### src/rtl/csd_pkg.sv
package csd_pkg;
    localparam int CSD_W       = 4;
    localparam int SHIFT_W     = 3;
    localparam int SIGN_POS    = 3;
    localparam int TERMS_MAX   = 4;
    localparam int FIR_TERMS   = 3;
    localparam int B_TAPS      = 8;
    localparam int COEF_W      = 16;
    localparam int FRAC_BITS   = 12;
    localparam int CTRL_LINES  = 5;
    localparam int CH_CNT      = 2;
    localparam int CLK_HZ      = 20000000;
    localparam int CHOP_HZ     = 256000;
    localparam int CHOP_HALF   = CLK_HZ / (2 * CHOP_HZ);
    localparam logic [7:0] CMD_SET_IMP   = 8'h0D;
    localparam logic [7:0] CMD_CTL_WR    = 8'h0F;
    localparam logic [7:0] CMD_CTL_RD    = 8'h10;
    localparam logic [7:0] CMD_DIR_WR    = 8'h11;
    localparam logic [7:0] CMD_ADAPT     = 8'h13;
    localparam logic [7:0] CMD_LOOP      = 8'h15;
    localparam logic [7:0] CMD_BAL_WR    = 8'h1E;
    localparam logic [7:0] CMD_BAL_RD    = 8'h1F;
    localparam logic [7:0] CMD_EPG_WR    = 8'h24;
    localparam logic [7:0] CMD_ELT_WR    = 8'h26;
    localparam logic [7:0] CMD_TEST      = 8'h27;
    localparam logic [4:0] IMP_LOOPBACK  = 5'h10;
    localparam int TEST_HPF_BYP = 0;
    localparam int TEST_RX_CUT  = 1;
    localparam int TEST_TX_CUT  = 2;
    localparam int TEST_ALOOP   = 3;
    localparam logic [COEF_W-1:0] ONE_FIXED =
        COEF_W'(1) << FRAC_BITS;

    // decodes up to n chained terms, each shifting from the previous one
    function automatic logic signed [COEF_W-1:0] csd_decode(
        input logic [4*CSD_W-1:0] terms, input int n);
        logic signed [COEF_W-1:0] acc;
        logic                     neg;
        int                       sh;
        acc = '0;
        neg = 1'b0;
        sh  = 0;
        for (int x = 0; x < TERMS_MAX; x++) begin
            if (x < n) begin
                neg = neg ^ terms[x*CSD_W+SIGN_POS];
                sh  = sh + int'(terms[x*CSD_W +: SHIFT_W]);
                if (neg)
                    acc = acc - COEF_W'(ONE_FIXED >> sh);
                else
                    acc = acc + COEF_W'(ONE_FIXED >> sh);
            end
        end
        return acc;
    endfunction
endpackage

### src/rtl/codec_cmd_if.sv
`timescale 1ns/1ps
`default_nettype none
interface codec_cmd_if;
    logic       cmd_valid;
    logic [7:0] cmd_code;
    logic       wr_valid;
    logic [7:0] wr_data;
    logic       rd_valid;
    logic [7:0] rd_data;
    logic       busy;
    modport dev  (input cmd_valid, cmd_code, wr_valid, wr_data,
                  output rd_valid, rd_data, busy);
    modport host (output cmd_valid, cmd_code, wr_valid, wr_data,
                  input rd_valid, rd_data, busy);
endinterface
`default_nettype wire

### src/rtl/csd_filter_ctrl.sv
`timescale 1ns/1ps
`default_nettype none
module csd_filter_ctrl
    import csd_pkg::*;
#(
    parameter int NUM_LINES = CTRL_LINES
) (
    input  wire logic                 clk,
    input  wire logic                 sys_rst,
    codec_cmd_if.dev                  cmd,
    input  wire logic [CH_CNT-1:0]    chan_active,
    input  wire logic [7:0]           pcm_receive_input,
    input  wire logic signed [COEF_W-1:0] tx_level,
    input  wire logic signed [COEF_W-1:0] rx_level,
    input  wire logic signed [COEF_W-1:0] err_level,
    input  wire logic [NUM_LINES-1:0] line_in,
    output logic [7:0]                pcm_transmit_output,
    output logic                      chopper_clock,
    output logic [NUM_LINES-1:0]      line_out,
    output logic [NUM_LINES-1:0]      line_oe,
    output logic                      conv_loopback,
    output logic                      analog_out_drive,
    output logic                      analog_loopback,
    output logic                      hpf_bypass,
    output logic                      rx_cut,
    output logic                      tx_cut,
    output logic                      adapt_running,
    output logic signed [COEF_W-1:0]  tx_gain_coef
);
    typedef enum {ST_IDLE, ST_WRITE, ST_READ} cmd_state_t;
    cmd_state_t st_q;
    logic [7:0] op_q;
    logic [3:0] idx_q;
    logic [CSD_W-1:0] tap_q [B_TAPS];
    logic [4*CSD_W-1:0] fb_q, epg_q, elt_q, gx_q;
    logic [NUM_LINES-1:0] lat_q, dir_q;
    logic [NUM_LINES-1:0] ls1_q, ls2_q, ls3_q, lin_q;
    logic conv_q;
    logic [3:0] test_q;
    logic loop_q, adapt_q;
    logic [7:0] rd_q, pcm_q;
    logic rv_q;
    logic [$clog2(CHOP_HALF+1)-1:0] chop_cnt_q;
    logic chop_q;
    logic [2:0] tap_sel_q;
    logic signed [COEF_W-1:0] gxc_q;

    wire signed [COEF_W-1:0] epg_val = csd_decode(epg_q, TERMS_MAX);
    wire signed [COEF_W-1:0] elt_val = csd_decode(elt_q, 2);
    wire signed [COEF_W-1:0] gx_val  = csd_decode(gx_q, TERMS_MAX);
    // full-width product; the echo estimate keeps bits 27:12 and drops the top bits
    wire signed [2*COEF_W-1:0] echo_prod = rx_level * epg_val;
    wire signed [COEF_W-1:0] echo_est =
        COEF_W'(echo_prod >>> FRAC_BITS);
    wire near_talk  = tx_level > echo_est;
    wire converged  = err_level <= elt_val;
    wire adapt_step = adapt_q && !near_talk && !converged;
    wire [CSD_W-1:0] cur_tap = tap_q[tap_sel_q];
    wire [SHIFT_W-1:0] cur_sh = cur_tap[SHIFT_W-1:0];
    wire err_pos = err_level > 0;
    wire [CSD_W-1:0] tap_next =
        {err_pos, (cur_sh == '1) ? cur_sh : cur_sh + SHIFT_W'(1)};
    wire wr_ok = cmd.wr_valid && st_q == ST_WRITE;
    wire [3:0] bal_bytes = 4'((B_TAPS*CSD_W) / 8 + 2);

    always_ff @(posedge clk) begin
        if (sys_rst) begin
            st_q <= ST_IDLE;
            op_q <= '0;
            idx_q <= '0;
            rd_q <= '0;
            rv_q <= 1'b0;
        end else begin
            rv_q <= 1'b0;
            case (st_q)
                ST_IDLE: if (cmd.cmd_valid) begin
                    op_q  <= cmd.cmd_code;
                    idx_q <= '0;
                    st_q  <= (cmd.cmd_code == CMD_CTL_RD ||
                              cmd.cmd_code == CMD_BAL_RD) ? ST_READ
                             : ST_WRITE;
                end
                ST_WRITE: if (cmd.wr_valid) begin
                    idx_q <= idx_q + 4'(1);
                    if (op_q != CMD_BAL_WR && op_q != CMD_EPG_WR ||
                        op_q == CMD_BAL_WR && idx_q == bal_bytes - 4'(1) ||
                        op_q == CMD_EPG_WR && idx_q == 4'(1))
                        st_q <= ST_IDLE;
                end
                ST_READ: begin
                    rv_q  <= 1'b1;
                    idx_q <= idx_q + 4'(1);
                    if (op_q == CMD_CTL_RD)
                        rd_q <= 8'(lin_q);
                    else if (idx_q < 4'(B_TAPS/2))
                        rd_q <= {tap_q[2*idx_q+1], tap_q[2*idx_q]};
                    else
                        rd_q <= fb_q[idx_q[0]*8 +: 8];
                    if (op_q == CMD_CTL_RD || idx_q == bal_bytes - 4'(1))
                        st_q <= ST_IDLE;
                end
                default: st_q <= ST_IDLE;
            endcase
        end
    end

    always_ff @(posedge clk) begin
        if (sys_rst) begin
            for (int i = 0; i < B_TAPS; i++)
                tap_q[i] <= '0;
            fb_q <= '0;
            epg_q <= '0;
            elt_q <= '0;
            gx_q <= '0;
            lat_q <= '0;
            dir_q <= '0;
            conv_q <= 1'b0;
            test_q <= '0;
            loop_q <= 1'b0;
            adapt_q <= 1'b0;
            tap_sel_q <= '0;
        end else begin
            if (wr_ok) begin
                case (op_q)
                    CMD_CTL_WR: lat_q <= cmd.wr_data[NUM_LINES-1:0];
                    CMD_DIR_WR: dir_q <= cmd.wr_data[NUM_LINES-1:0];
                    CMD_SET_IMP:
                        conv_q <= (cmd.wr_data[4:0] == IMP_LOOPBACK);
                    CMD_LOOP:   loop_q <= cmd.wr_data[0];
                    CMD_ADAPT:  adapt_q <= cmd.wr_data[0];
                    CMD_TEST:   test_q <= cmd.wr_data[3:0];
                    CMD_ELT_WR: elt_q[7:0] <= cmd.wr_data;
                    CMD_EPG_WR: epg_q[idx_q[0]*8 +: 8] <= cmd.wr_data;
                    CMD_BAL_WR:
                        if (idx_q < 4'(B_TAPS/2)) begin
                            tap_q[2*idx_q]   <= cmd.wr_data[3:0];
                            tap_q[2*idx_q+1] <= cmd.wr_data[7:4];
                        end else
                            fb_q[idx_q[0]*8 +: 8] <= cmd.wr_data;
                    default: gx_q[7:0] <= gx_q[7:0];
                endcase
            end else if (adapt_step) begin
                // only the selected tap moves; feedback and the other taps hold
                tap_q[tap_sel_q] <= tap_next;
                tap_sel_q <= tap_sel_q + 3'(1);
            end
        end
    end

    // three-stage sync on control line pins
    always_ff @(posedge clk) begin
        if (sys_rst) begin
            ls1_q <= '0;
            ls2_q <= '0;
            ls3_q <= '0;
            lin_q <= '0;
        end else begin
            ls1_q <= line_in;
            ls2_q <= ls1_q;
            ls3_q <= ls2_q;
            for (int i = 0; i < NUM_LINES; i++)
                if (ls2_q[i] == ls3_q[i])
                    lin_q[i] <= dir_q[i] ? lat_q[i] : ls3_q[i];
        end
    end

    always_ff @(posedge clk) begin
        if (sys_rst) begin
            chop_cnt_q <= '0;
            chop_q <= 1'b1;
        end else if (chan_active == '0) begin
            chop_cnt_q <= '0;
            chop_q <= 1'b1;
        end else if (chop_cnt_q == $bits(chop_cnt_q)'(CHOP_HALF - 1)) begin
            chop_cnt_q <= '0;
            chop_q <= ~chop_q;
        end else
            chop_cnt_q <= chop_cnt_q + 1'b1;
    end

    always_ff @(posedge clk) begin
        if (sys_rst) begin
            pcm_q <= '0;
            gxc_q <= '0;
        end else begin
            pcm_q <= loop_q ? pcm_receive_input : '0;
            gxc_q <= COEF_W'(ONE_FIXED) + gx_val;
        end
    end

    assign pcm_transmit_output = pcm_q;
    assign chopper_clock    = chop_q;
    assign line_out         = lat_q;
    assign line_oe          = dir_q;
    assign conv_loopback    = conv_q;
    assign analog_out_drive = 1'b1;
    assign analog_loopback  = test_q[TEST_ALOOP];
    assign hpf_bypass       = test_q[TEST_HPF_BYP];
    assign rx_cut           = test_q[TEST_RX_CUT];
    assign tx_cut           = test_q[TEST_TX_CUT];
    assign adapt_running    = adapt_q;
    assign tx_gain_coef     = gxc_q;
    assign cmd.rd_valid     = rv_q;
    assign cmd.rd_data      = rd_q;
    assign cmd.busy         = (st_q != ST_IDLE);
endmodule // csd_filter_ctrl
`default_nettype wire

### src/flat_wrapper.sv
// flat-port wrapper written by rule: the top's interface ports become plain ports
module csd_filter_ctrl_flat import csd_pkg::*;
#(
    parameter int NUM_LINES = CTRL_LINES
)
  (clk, sys_rst, chan_active, pcm_receive_input, tx_level, rx_level, err_level, line_in, pcm_transmit_output, chopper_clock, line_out, line_oe, conv_loopback, analog_out_drive, analog_loopback, hpf_bypass, rx_cut, tx_cut, adapt_running, tx_gain_coef, cmd_cmd_valid, cmd_cmd_code, cmd_wr_valid, cmd_wr_data, cmd_rd_valid, cmd_rd_data, cmd_busy);
  codec_cmd_if cmd_i ();
  input  wire logic clk;
  input  wire logic sys_rst;
  input  wire logic [CH_CNT-1:0] chan_active;
  input  wire logic [7:0] pcm_receive_input;
  input  wire logic signed [COEF_W-1:0] tx_level;
  input  wire logic signed [COEF_W-1:0] rx_level;
  input  wire logic signed [COEF_W-1:0] err_level;
  input  wire logic [NUM_LINES-1:0] line_in;
  output logic [7:0] pcm_transmit_output;
  output logic chopper_clock;
  output logic [NUM_LINES-1:0] line_out;
  output logic [NUM_LINES-1:0] line_oe;
  output logic conv_loopback;
  output logic analog_out_drive;
  output logic analog_loopback;
  output logic hpf_bypass;
  output logic rx_cut;
  output logic tx_cut;
  output logic adapt_running;
  output logic signed [COEF_W-1:0] tx_gain_coef;
  input wire logic [$bits(cmd_i.cmd_valid)-1:0] cmd_cmd_valid;
  input wire logic [$bits(cmd_i.cmd_code)-1:0] cmd_cmd_code;
  input wire logic [$bits(cmd_i.wr_valid)-1:0] cmd_wr_valid;
  input wire logic [$bits(cmd_i.wr_data)-1:0] cmd_wr_data;
  output wire logic [$bits(cmd_i.rd_valid)-1:0] cmd_rd_valid;
  output wire logic [$bits(cmd_i.rd_data)-1:0] cmd_rd_data;
  output wire logic [$bits(cmd_i.busy)-1:0] cmd_busy;
  assign cmd_i.cmd_valid = cmd_cmd_valid;
  assign cmd_i.cmd_code = cmd_cmd_code;
  assign cmd_i.wr_valid = cmd_wr_valid;
  assign cmd_i.wr_data = cmd_wr_data;
  assign cmd_rd_valid = cmd_i.rd_valid;
  assign cmd_rd_data = cmd_i.rd_data;
  assign cmd_busy = cmd_i.busy;
  csd_filter_ctrl #(.NUM_LINES(NUM_LINES)) u_core (.clk(clk), .sys_rst(sys_rst), .cmd(cmd_i), .chan_active(chan_active), .pcm_receive_input(pcm_receive_input), .tx_level(tx_level), .rx_level(rx_level), .err_level(err_level), .line_in(line_in), .pcm_transmit_output(pcm_transmit_output), .chopper_clock(chopper_clock), .line_out(line_out), .line_oe(line_oe), .conv_loopback(conv_loopback), .analog_out_drive(analog_out_drive), .analog_loopback(analog_loopback), .hpf_bypass(hpf_bypass), .rx_cut(rx_cut), .tx_cut(tx_cut), .adapt_running(adapt_running), .tx_gain_coef(tx_gain_coef));
endmodule
### config.mk
export PLATFORM = sky130hd
export DESIGN_NAME = csd_filter_ctrl_flat
export DESIGN_NICKNAME = d
export VERILOG_FILES = /design/src/rtl/csd_pkg.sv /design/src/rtl/codec_cmd_if.sv /design/src/rtl/csd_filter_ctrl.sv /design/src/flat_wrapper.sv
export SDC_FILE = /design/constraint.sdc
export NUM_CORES = 1
export LEC_CHECK = 0
export BUFFER_PORTS_ARGS = -buffer_cell sky130_fd_sc_hd__buf_2
export CAP_MARGIN = 20
export CORE_MARGIN = 2
export CORE_UTILIZATION = 35
export DETAILED_ROUTE_END_ITERATION = 8
export HOLD_SLACK_MARGIN = 0.1
export PLACE_DENSITY = 0.51
export SLEW_MARGIN = 20
export SYNTH_ARGS = -nofsm -noshare
export SYNTH_HDL_FRONTEND = slang
export SYNTH_SLANG_ARGS = --single-unit
export TNS_END_PERCENT = 1
### constraint.sdc
create_clock -name clk -period 22.2 [get_ports clk]
set_input_delay 4.44 -clock clk [delete_from_list [all_inputs] [get_ports clk]]
set_output_delay 4.44 -clock clk [all_outputs]
set_load 0.01 [all_outputs]
Word-level counts from Yosys, hierarchy flattened
Memories as Yosys holds them, arrays and structs flattened. A register that Yosys moved wholly into a read port is not among the register bits.
Index checks and enable logic that the tools add are counted.
W data, S select, Z words.
{"block": "classes", "n_shift": 9, "magnitude_cmp": 4, "reduce_logical": 35, "bitwise_logic": 8, "n_eq_ne": 31, "mux": 50, "n_mul": 1, "addsub": 20}
{"cell": "$mux W32", "n": 4}
{"cell": "$shr A13 B32 Y16 const A", "n": 4}
{"cell": "$mux W16", "n": 6}
{"cell": "$pmux W32 S3", "n": 1}
{"cell": "$add A16 B16 Y16", "n": 4}
{"cell": "$add A32 B4 Y32", "n": 2}
{"cell": "$eq A32 B2 Y1 const B", "n": 2}
{"cell": "$sub A16 B16 Y16", "n": 4}
{"cell": "$eq A8 B5 Y1 const B", "n": 7}
{"cell": "$neg A4 Y34", "n": 1}
{"cell": "$shift A8 B34 Y16 const A", "n": 1}
{"cell": "$shiftx A8 B34 Y16", "n": 1}
{"cell": "$bwmux W16", "n": 2}
{"cell": "$eq A32 B1 Y1 const B", "n": 1}
{"cell": "$logic_not A32 Y1", "n": 1}
{"cell": "$reduce_bool A32 Y1", "n": 1}
{"cell": "$shr A13 B3 Y16 const A", "n": 2}
{"cell": "$sub A1 B16 Y16 const A", "n": 2}
{"cell": "$mul A16 B16 Y28", "n": 1}
{"cell": "$eq A8 B6 Y1 const B", "n": 3}
{"cell": "$mux W3", "n": 8}
{"cell": "$mux W1", "n": 20}
{"cell": "$mux W4", "n": 5}
{"cell": "$reduce_and A2 Y1", "n": 10}
{"cell": "35 further kinds", "n": 65}
{"block": "totals", "inputBits": 83, "mem_count": 1, "word_cells": 186, "reg_bits": 149, "ramBits": 32, "output_inout_bits": 52}
{"name": "u_core.tap_q", "depth": 8, "word_bits": 4, "read_ports": 3, "rd_clocked_by_memory_dff": 2, "write_ports": 8, "line": "csd_filter_ctrl.sv:34", "text": "logic [CSD_W-1:0] tap_q [B_TAPS];"}

Longest topological paths before layout
Gate-level depths: netlist (run 1).
{"block": "logic_depth", "ltp_word": 20, "mapped_depth": 67, "depth_no_buf": 65}

Least setup slack after synthesis (run 1)
OpenSTA, ideal clock, no wires.
{"block": "synth_timing", "kind": "register to register", "start": "register u_core.epg_q[1]", "end": "memory u_core.tap_q[3][3], data pin", "arrival_time_ns": 14.934, "path_buffers": 3, "stages_incl_launch_ff": 67, "setup_ns": 0.269, "slack_ns": 6.997, "path_cell_list": "dfxtp_1 clkbuf_1 inv_1 fa_1 xor2_2 inv_2 ha_1 nand3_1 o21ai_1 a211oi_4 xnor2_1 clkbuf_1 nand3_1 or2_2 ha_1 inv_1 nand2_1 xnor2_1 (+31 left out) a41o_1 nor4_1 nor2_1 a21oi_1 inv_1 a21oi_1 xor2_1 ha_1 and3_1 a221o_1 a21oi_1 nor2b_1 o31ai_1 a21oi_1 nor3_1 clkbuf_1 mux2i_1 o21ai_0"}
{"element": "start: declaration", "line": "csd_filter_ctrl.sv:35", "text": "logic [4*CSD_W-1:0] fb_q, epg_q, elt_q, gx_q;"}
{"element": "start signal: indexed assignment", "line": "csd_filter_ctrl.sv:133", "text": "CMD_EPG_WR: epg_q[idx_q[0]*8 +: 8] <= cmd.wr_data;"}
{"element": "end: declaration", "line": "csd_filter_ctrl.sv:34"}

==> results of run 1 <==
-- logic make-up (layout without fill, tap and decap cells) --
| group | after synthesis | after routing | synth area share, % |
|---|---|---|---|
| other cells | 2 | 15 | 0.0356 |
| flops | 156 | 156 | 16.3 |
| mux | 84 | 84 | 4.87 |
| compound gates | 422 | 422 | 12.7 |
| simple gates | 847 | 847 | 18.9 |
| xor+xnor | 121 | 121 | 5.26 |
| fa+ha+maj | 420 | 420 | 33.2 |
| buf+inv | 473 | 514 | 8.76 |
-- synth_stat cells, drive strengths merged, types with 7 or more instances --
cell	count
inv	341
nand2	299
fa	233
nor2	212
ha	187
a21oi	143
dfxtp	124
clkbuf	110
o21ai	94
and2	93
xnor2	81
mux2i	64
nor2b	64
nand3	48
xor2	38
edfxtp	32
nor3	27
a21o	23
o21a	23
buf	22
a31oi	21
a211oi	20
nand4	19
and3	14
mux4	14
nand2b	14
or2	14
nor4	10
a22oi	8
nor3b	7
o21bai	7
o31a	7
or3	7
-- routing by layer --
layer	routed length (µm)	GRT usage [%]
met2	26900	31.5
met3	1440	1.46
met1	24000	22.7
met4	859	3.39
met5	0	0
-- state kept, by name (all words and copies together), names as in the netlist, 6 cells and up, named ones only --
name                        cells
u_core.cmd.rd_data              8
u_core.elt_q                    8
u_core.fb_q                    16
u_core.op_q                     8
u_core.pcm_transmit_output      8
u_core.tap_q                   32
u_core.epg_q                   16
u_core.chop_cnt_q               6
-- stage by stage --
| step | utilization [%] | worst slack, ns |
|---|---|---|
| finish | 38.6 | 4.77 |
| global route | 38.6 | 3.36 |
| CTS | 38.6 | 4.73 |
| detailed placement | 37.6 | 4.82 |
| global placement | 37.6 | 5.36 |
| floorplan | - | 7.00 |
-- power groups by stage --
stage,Sequential [µW],Combinational (µW),Clock [µW]
6_report,299,397,278
5_1_grt,300,463,298
4_1_cts,299,410,285
3_5_place_dp,306,407,0
3_3_place_gp,306,403,0
2_1_floorplan,304,306,0
-- cell usage in the layout (no fill, tap or decap), types with 7 or more instances in the layout --
cell       instances
buf_4             23
clkbuf_16         17
fa_1             233
nor4_1            10
nand2_1          299
nand4_1           19
xnor2_1           76
o21bai_1           7
nor3_1            26
inv_1            339
nand2b_1          14
a211oi_1          18
or2_2              9
mux2i_1           64
nand3_1           48
a21oi_1          143
a22oi_1            8
or3_1              7
ha_1             187
and2_1            92
nor3b_1            7
a21o_1            23
conb_1            15
mux4_2            14
edfxtp_1          32
nor2b_1           64
a31oi_1           21
o21a_1            23
nor2_1           212
o21ai_0           88
dfxtp_1          124
and3_1            14
o31a_1             7
xor2_1            37
buf_2            118
-- area by class of cell --
class,count,share of cell area [%]
well taps,773,4.22
multi-input cells,1909,69.3
inverters,341,5.59
clock buffers,18,1.92
clock inverters,14,0.552
repair buffers,141,3.33
flip-flops and latches,156,15.0
-- how the worst max path moves through the flow --
stage | slack, ns | endpoint | cells after the start
detailed placement | 4.82 | u_core.tap_q[3][1]$_DFFE_PP_ | 57
global route | 3.36 | u_core.tap_q[3][1]$_DFFE_PP_ | 64
global placement | 5.36 | u_core.tap_q[3][1]$_DFFE_PP_ | 64
finish | 4.77 | u_core.tap_q[3][1]$_DFFE_PP_ | 64
CTS | 4.73 | u_core.tap_q[3][1]$_DFFE_PP_ | 57
floorplan | 7.00 | u_core.tap_q[3][3]$_DFFE_PP_ | 66
==> results.json, run 1 <==
{
  "placed_cell_area_mm2": 0.0223,
  "n_antenna_cell": 0,
  "drive_above_1_share_pct": 8.53,
  "fillCellCount": 6071,
  "final_area_mm2": 0.0229,
  "slew-limit-headroom_pct": 34.0,
  "cp.required_ns": 22.34,
  "synth_cell_type_count": 80,
  "postCtsResizedCells": 0,
  "clock_sinks": 156,
  "regArea_mm2": 0.00344,
  "power_frac_seq_pct": 30.7,
  "clock_skew_ns": 0.00897,
  "grt-ovfl-total": 0,
  "clock_tree.buffer_depth": 2,
  "synth_edf_count": 32,
  "cap_violations": 0,
  "cts_tree": "built",
  "swShare_pct": 37.1,
  "min_path_type": "reg2reg",
  "yosys_warnings": 0,
  "areaGrowthSynthToFinish_pct": 8.56,
  "rsz0062_at_grt": "false",
  "drtIter0Drc": 954,
  "drv_slew": 0,
  "worstReg2RegEnd": "u_core.tap_q[3][1]$_DFFE_PP_",
  "drc_errors": 0,
  "hold_slack_ns": 0.435,
  "fin_crit_sh_pct": 78.5,
  "path_clk_slew_ns": 0.07,
  "endpoint_kind": "flop",
  "cts.htree.levels": 4,
  "crit_family": "adder cells",
  "yosys-top-cells-area": "fa_1, dfxtp_1, ha_1",
  "fin_setup_tns_ns": 0,
  "r2r-start": "u_core.epg_q[0]$_SDFFE_PP0P_",
  "synth_flop_cell": "dfxtp_1",
  "status": "completed",
  "syn_avg_cell_area_um2": 8.35,
  "cts_made_buffers": 17,
  "cp_max_fo": 14,
  "ys_ff_latch": 156,
  "ant_nets": 0,
  "p_leak_uw": 0.0106,
  "antenna_found_initial": 0,
  "synthCells": 2525,
  "fmax_ghz": 0.0574,
  "rr_worst_depth": 64,
  "p_clk_share_pct": 28.5,
  "cp_slowest_cell": "nor3_2",
  "grt_pass1_vias": 17400,
  "initial_core_util_pct": 35.5,
  "startpoint": "u_core.epg_q[0]$_SDFFE_PP0P_",
  "setup_viol": 0,
  "cp.arrival_ns": 17.58,
  "wire_per_inst_um": 15.9,
  "coreArea_mm2": 0.0594,
  "power_frac_comb_pct": 40.7,
  "switchingPower_uw": 361,
  "ys_seq_area_share_pct": 16.3,
  "firstDrtPassIters": 5,
  "nets": 3069,
  "p_int_uw": 613,
  "netlist.area_leader.share_pct": 22.1,
  "crit_path_frequent_cell": "a21oi_1",
  "grt_usage_pct": 17.4,
  "synth_area_mm2": 0.0211,
  "rows": 89,
  "hp-start": "u_core.ls1_q[3]$_SDFF_PP0_",
  "post_cts_buffers": 0,
  "ir_worst_vdd_mv": 0.0502,
  "place_congestion": 0.831,
  "hold_buffers": 0,
  "grt_max_degree": 87,
  "cts_root_buf": "clkbuf_16",
  "worst-path-buf-inv": 7,
  "via_per_inst": 5.13,
  "die_w_um": 249,
  "async_reset_ff_share_pct": 0,
  "worst_slew_pin_slew_ns": 0.984,
  "max_stage_delay_ns": 0.80,
  "fin_cells": 3352,
  "dp.cells": 3320,
  "pin_count": 135,
  "cp-start-kind": "flop",
  "die_h_um": 249,
  "io_buffers": 119,
  "hold_path_depth": 1,
  "vias": 17200,
  "dieArea_mm2": 0.0622,
  "power_uw": 975,
  "min_period_ns": 17.43,
  "yosysTopAreaCell": "fa_1",
  "clkLatencyLatePin_ns": 0.43,
  "hold_violations": 0,
  "r2r_slack_ns": 4.77,
  "dp_hpwl_mm": 42.7,
  "power_per_cell_area_mw_per_mm2": 42.6,
  "holdPathEnd": "u_core.ls2_q[3]$_SDFF_PP0_",
  "path_class": "reg2reg",
  "grt_pass1_wl_mm": 89.1,
  "multiInputGateArea_mm2": 0.0159,
  "wl_mm": 53.1
}
No activity file was read; power rests on OpenSTA's default activity.
==> inputs of run 2 (changes only) <==
- clock period: 22.2 -> 17.4 ns (I/O delays scaled with it)
==> run 2 against run 1 <==
Total power rose by 28%. Register-to-register slack got worse by 3.6 ns. Hold slack lost 0.0013 ns. Sequential share of layout area is essentially flat. Clock power up 26%. Sequential power rose by 28%. Via count increased by 0.12%. First-iteration DRC count increased by 25%. Critical path depth increased by 2. Largest cell class unchanged. Highest routed layer unchanged.
==> results.json, run 2 (synthesis gave the netlist of run 1 again) <==
{
  "status": "completed",
  "dp_slack_ns": 0.857,
  "rows": 89,
  "power_uw": 1250,
  "grt-ovfl-total": 0,
  "cts_made_buffers": 17,
  "largest_reg_flops": 32,
  "areaGrowthSynthToFinish_pct": 8.77,
  "final_cell_mix": "inv_1, nand2_1, fa_1",
  "largestRegisters": "u_core.tap_q x32, u_core.epg_q x16, u_core.fb_q x16",
  "finalWorstSetupSlack_ns": 1.18,
  "wire_per_inst_um": 16.1,
  "layout_commonest_cell": "inv_1",
  "pin_count": 135,
  "cp_max_fo": 12,
  "nets": 3074,
  "setup_viol": 0,
  "cp_slowest_cell": "fa_1",
  "slew-limit-headroom_pct": 33.8,
  "rsz0062_at_grt": "false",
  "endpoint_kind": "flop",
  "vias": 17200,
  "n_antenna_cell": 0,
  "drive_above_1_share_pct": 8.79,
  "via_per_inst": 5.13,
  "drc_errors": 0,
  "post_cts_buffers": 0,
  "crit_path_frequent_cell": "a21oi_1",
  "cts_tree": "built",
  "path_class": "reg2reg",
  "cp.arrival_ns": 16.48,
  "r2r_slack_ns": 1.18,
  "ant_nets": 0,
  "min_path_type": "reg2reg",
  "cts_root_buf": "clkbuf_16",
  "clock_skew_ns": 0.0118,
  "clock_tree.buffer_depth": 2,
  "io_buffers": 119,
  "hold_violations": 0,
  "firstDrtPassIters": 6,
  "fin_crit_sh_pct": 93.2,
  "path_clk_slew_ns": 0.07,
  "cts.htree.levels": 4,
  "p_leak_uw": 0.0106,
  "cap_violations": 0,
  "cp-start-kind": "flop",
  "power_per_cell_area_mw_per_mm2": 54.4,
  "top_register": "u_core.tap_q",
  "max_stage_delay_ns": 0.55,
  "drtIter0Drc": 1190,
  "antenna_found_initial": 0,
  "grt_pass1_wl_mm": 89.1,
  "grt_usage_pct": 17.5,
  "die_w_um": 249,
  "coreArea_mm2": 0.0594,
  "initial_core_util_pct": 35.5,
  "clock_sinks": 156,
  "dieArea_mm2": 0.0622,
  "fin_setup_tns_ns": 0,
  "grt_pass1_vias": 17300,
  "place_congestion": 0.845,
  "ir_worst_vdd_mv": 0.0655,
  "grt_max_degree": 92,
  "worst_slew_pin_slew_ns": 0.986,
  "fmax_ghz": 0.0616,
  "dp_hpwl_mm": 43.0,
  "min_period_ns": 16.22,
  "wl_mm": 54.0,
  "die_h_um": 249,
  "drv_slew": 0,
  "cp.required_ns": 17.66,
  "clkLatencyLatePin_ns": 0.43
}
## run 2: report_power, final
part           switching, µW  leakage (µW)  internal [µW]
combinational            298       0.00903            218
clock                    157      0.000272            193
sequential              6.26       0.00133            375
## run 2: worst max-delay path: cells and delay by family, from the launching register on
| family | cells | cell delay, ns |
|---|---|---|
| AO/OA/AOI/OAI | 24 | 4.87 |
| multiplexers | 1 | 0.44 |
| AND/OR/NAND/NOR | 10 | 2.04 |
| adder cells (fa/ha/maj) | 14 | 5.78 |
| flip-flops | 1 | 0.43 |
| XOR/XNOR | 7 | 1.43 |
| buffers and inverters | 10 | 1.10 |
## run 2: repair_timing
action                     CTS  global route
resized for setup            0             8
hold buffers                 0             0
setup endpoints to repair    0            38
## run 2: layout make-up
| class | instances | area, µm² |
|---|---|---|
| Clock buffer | 18 | 450 |
| Clock inverter | 13 | 109 |
| Fill cell | 6088 | 36400 |
| Inverter | 341 | 1280 |
| Multi-Input combinational cell | 1909 | 15900 |
| Sequential cell | 156 | 3450 |
| Tap cell | 773 | 967 |
| Timing Repair Buffer | 146 | 801 |
## run 2: through the flow
stage / util, % / cell area [µm²] / std cells / hold WS (ns)
3_3_place_gp: 37.6 / 22300 / 3325 / 0.425
5_1_grt: 38.7 / 22900 / 3356 / 0.470
4_1_cts: 38.6 / 22900 / 3356 / 0.438
3_5_place_dp: 37.6 / 22300 / 3325 / 0.422
2_1_floorplan: - / 21100 / 2538 / 0.414
6_report: 38.7 / 22900 / 3356 / 0.434
## run 2: per-layer routing
layer  track usage, %  vias to the layer above  part of all wire [%]
li1                 -                     8362                     -
met1             23.0                     8406                    44
met2             31.2                      400                    50
met3             1.55                       45                   4.0
met4             3.67                        0                   1.4
met5                0                        -                     0
## run 2: final timing paths
| kind | start | end | cells after the start |
|---|---|---|---|
| max | u_core.epg_q[0]$_SDFFE_PP0P_ | u_core.tap_q[1][0]$_DFFE_PP_ | 66 |
| min | u_core.ls1_q[3]$_SDFF_PP0_ | u_core.ls2_q[3]$_SDFF_PP0_ | 1 |
| max reg2reg | u_core.epg_q[0]$_SDFFE_PP0P_ | u_core.tap_q[1][0]$_DFFE_PP_ | 66 |
| min reg2reg | u_core.ls1_q[3]$_SDFF_PP0_ | u_core.ls2_q[3]$_SDFF_PP0_ | 1 |
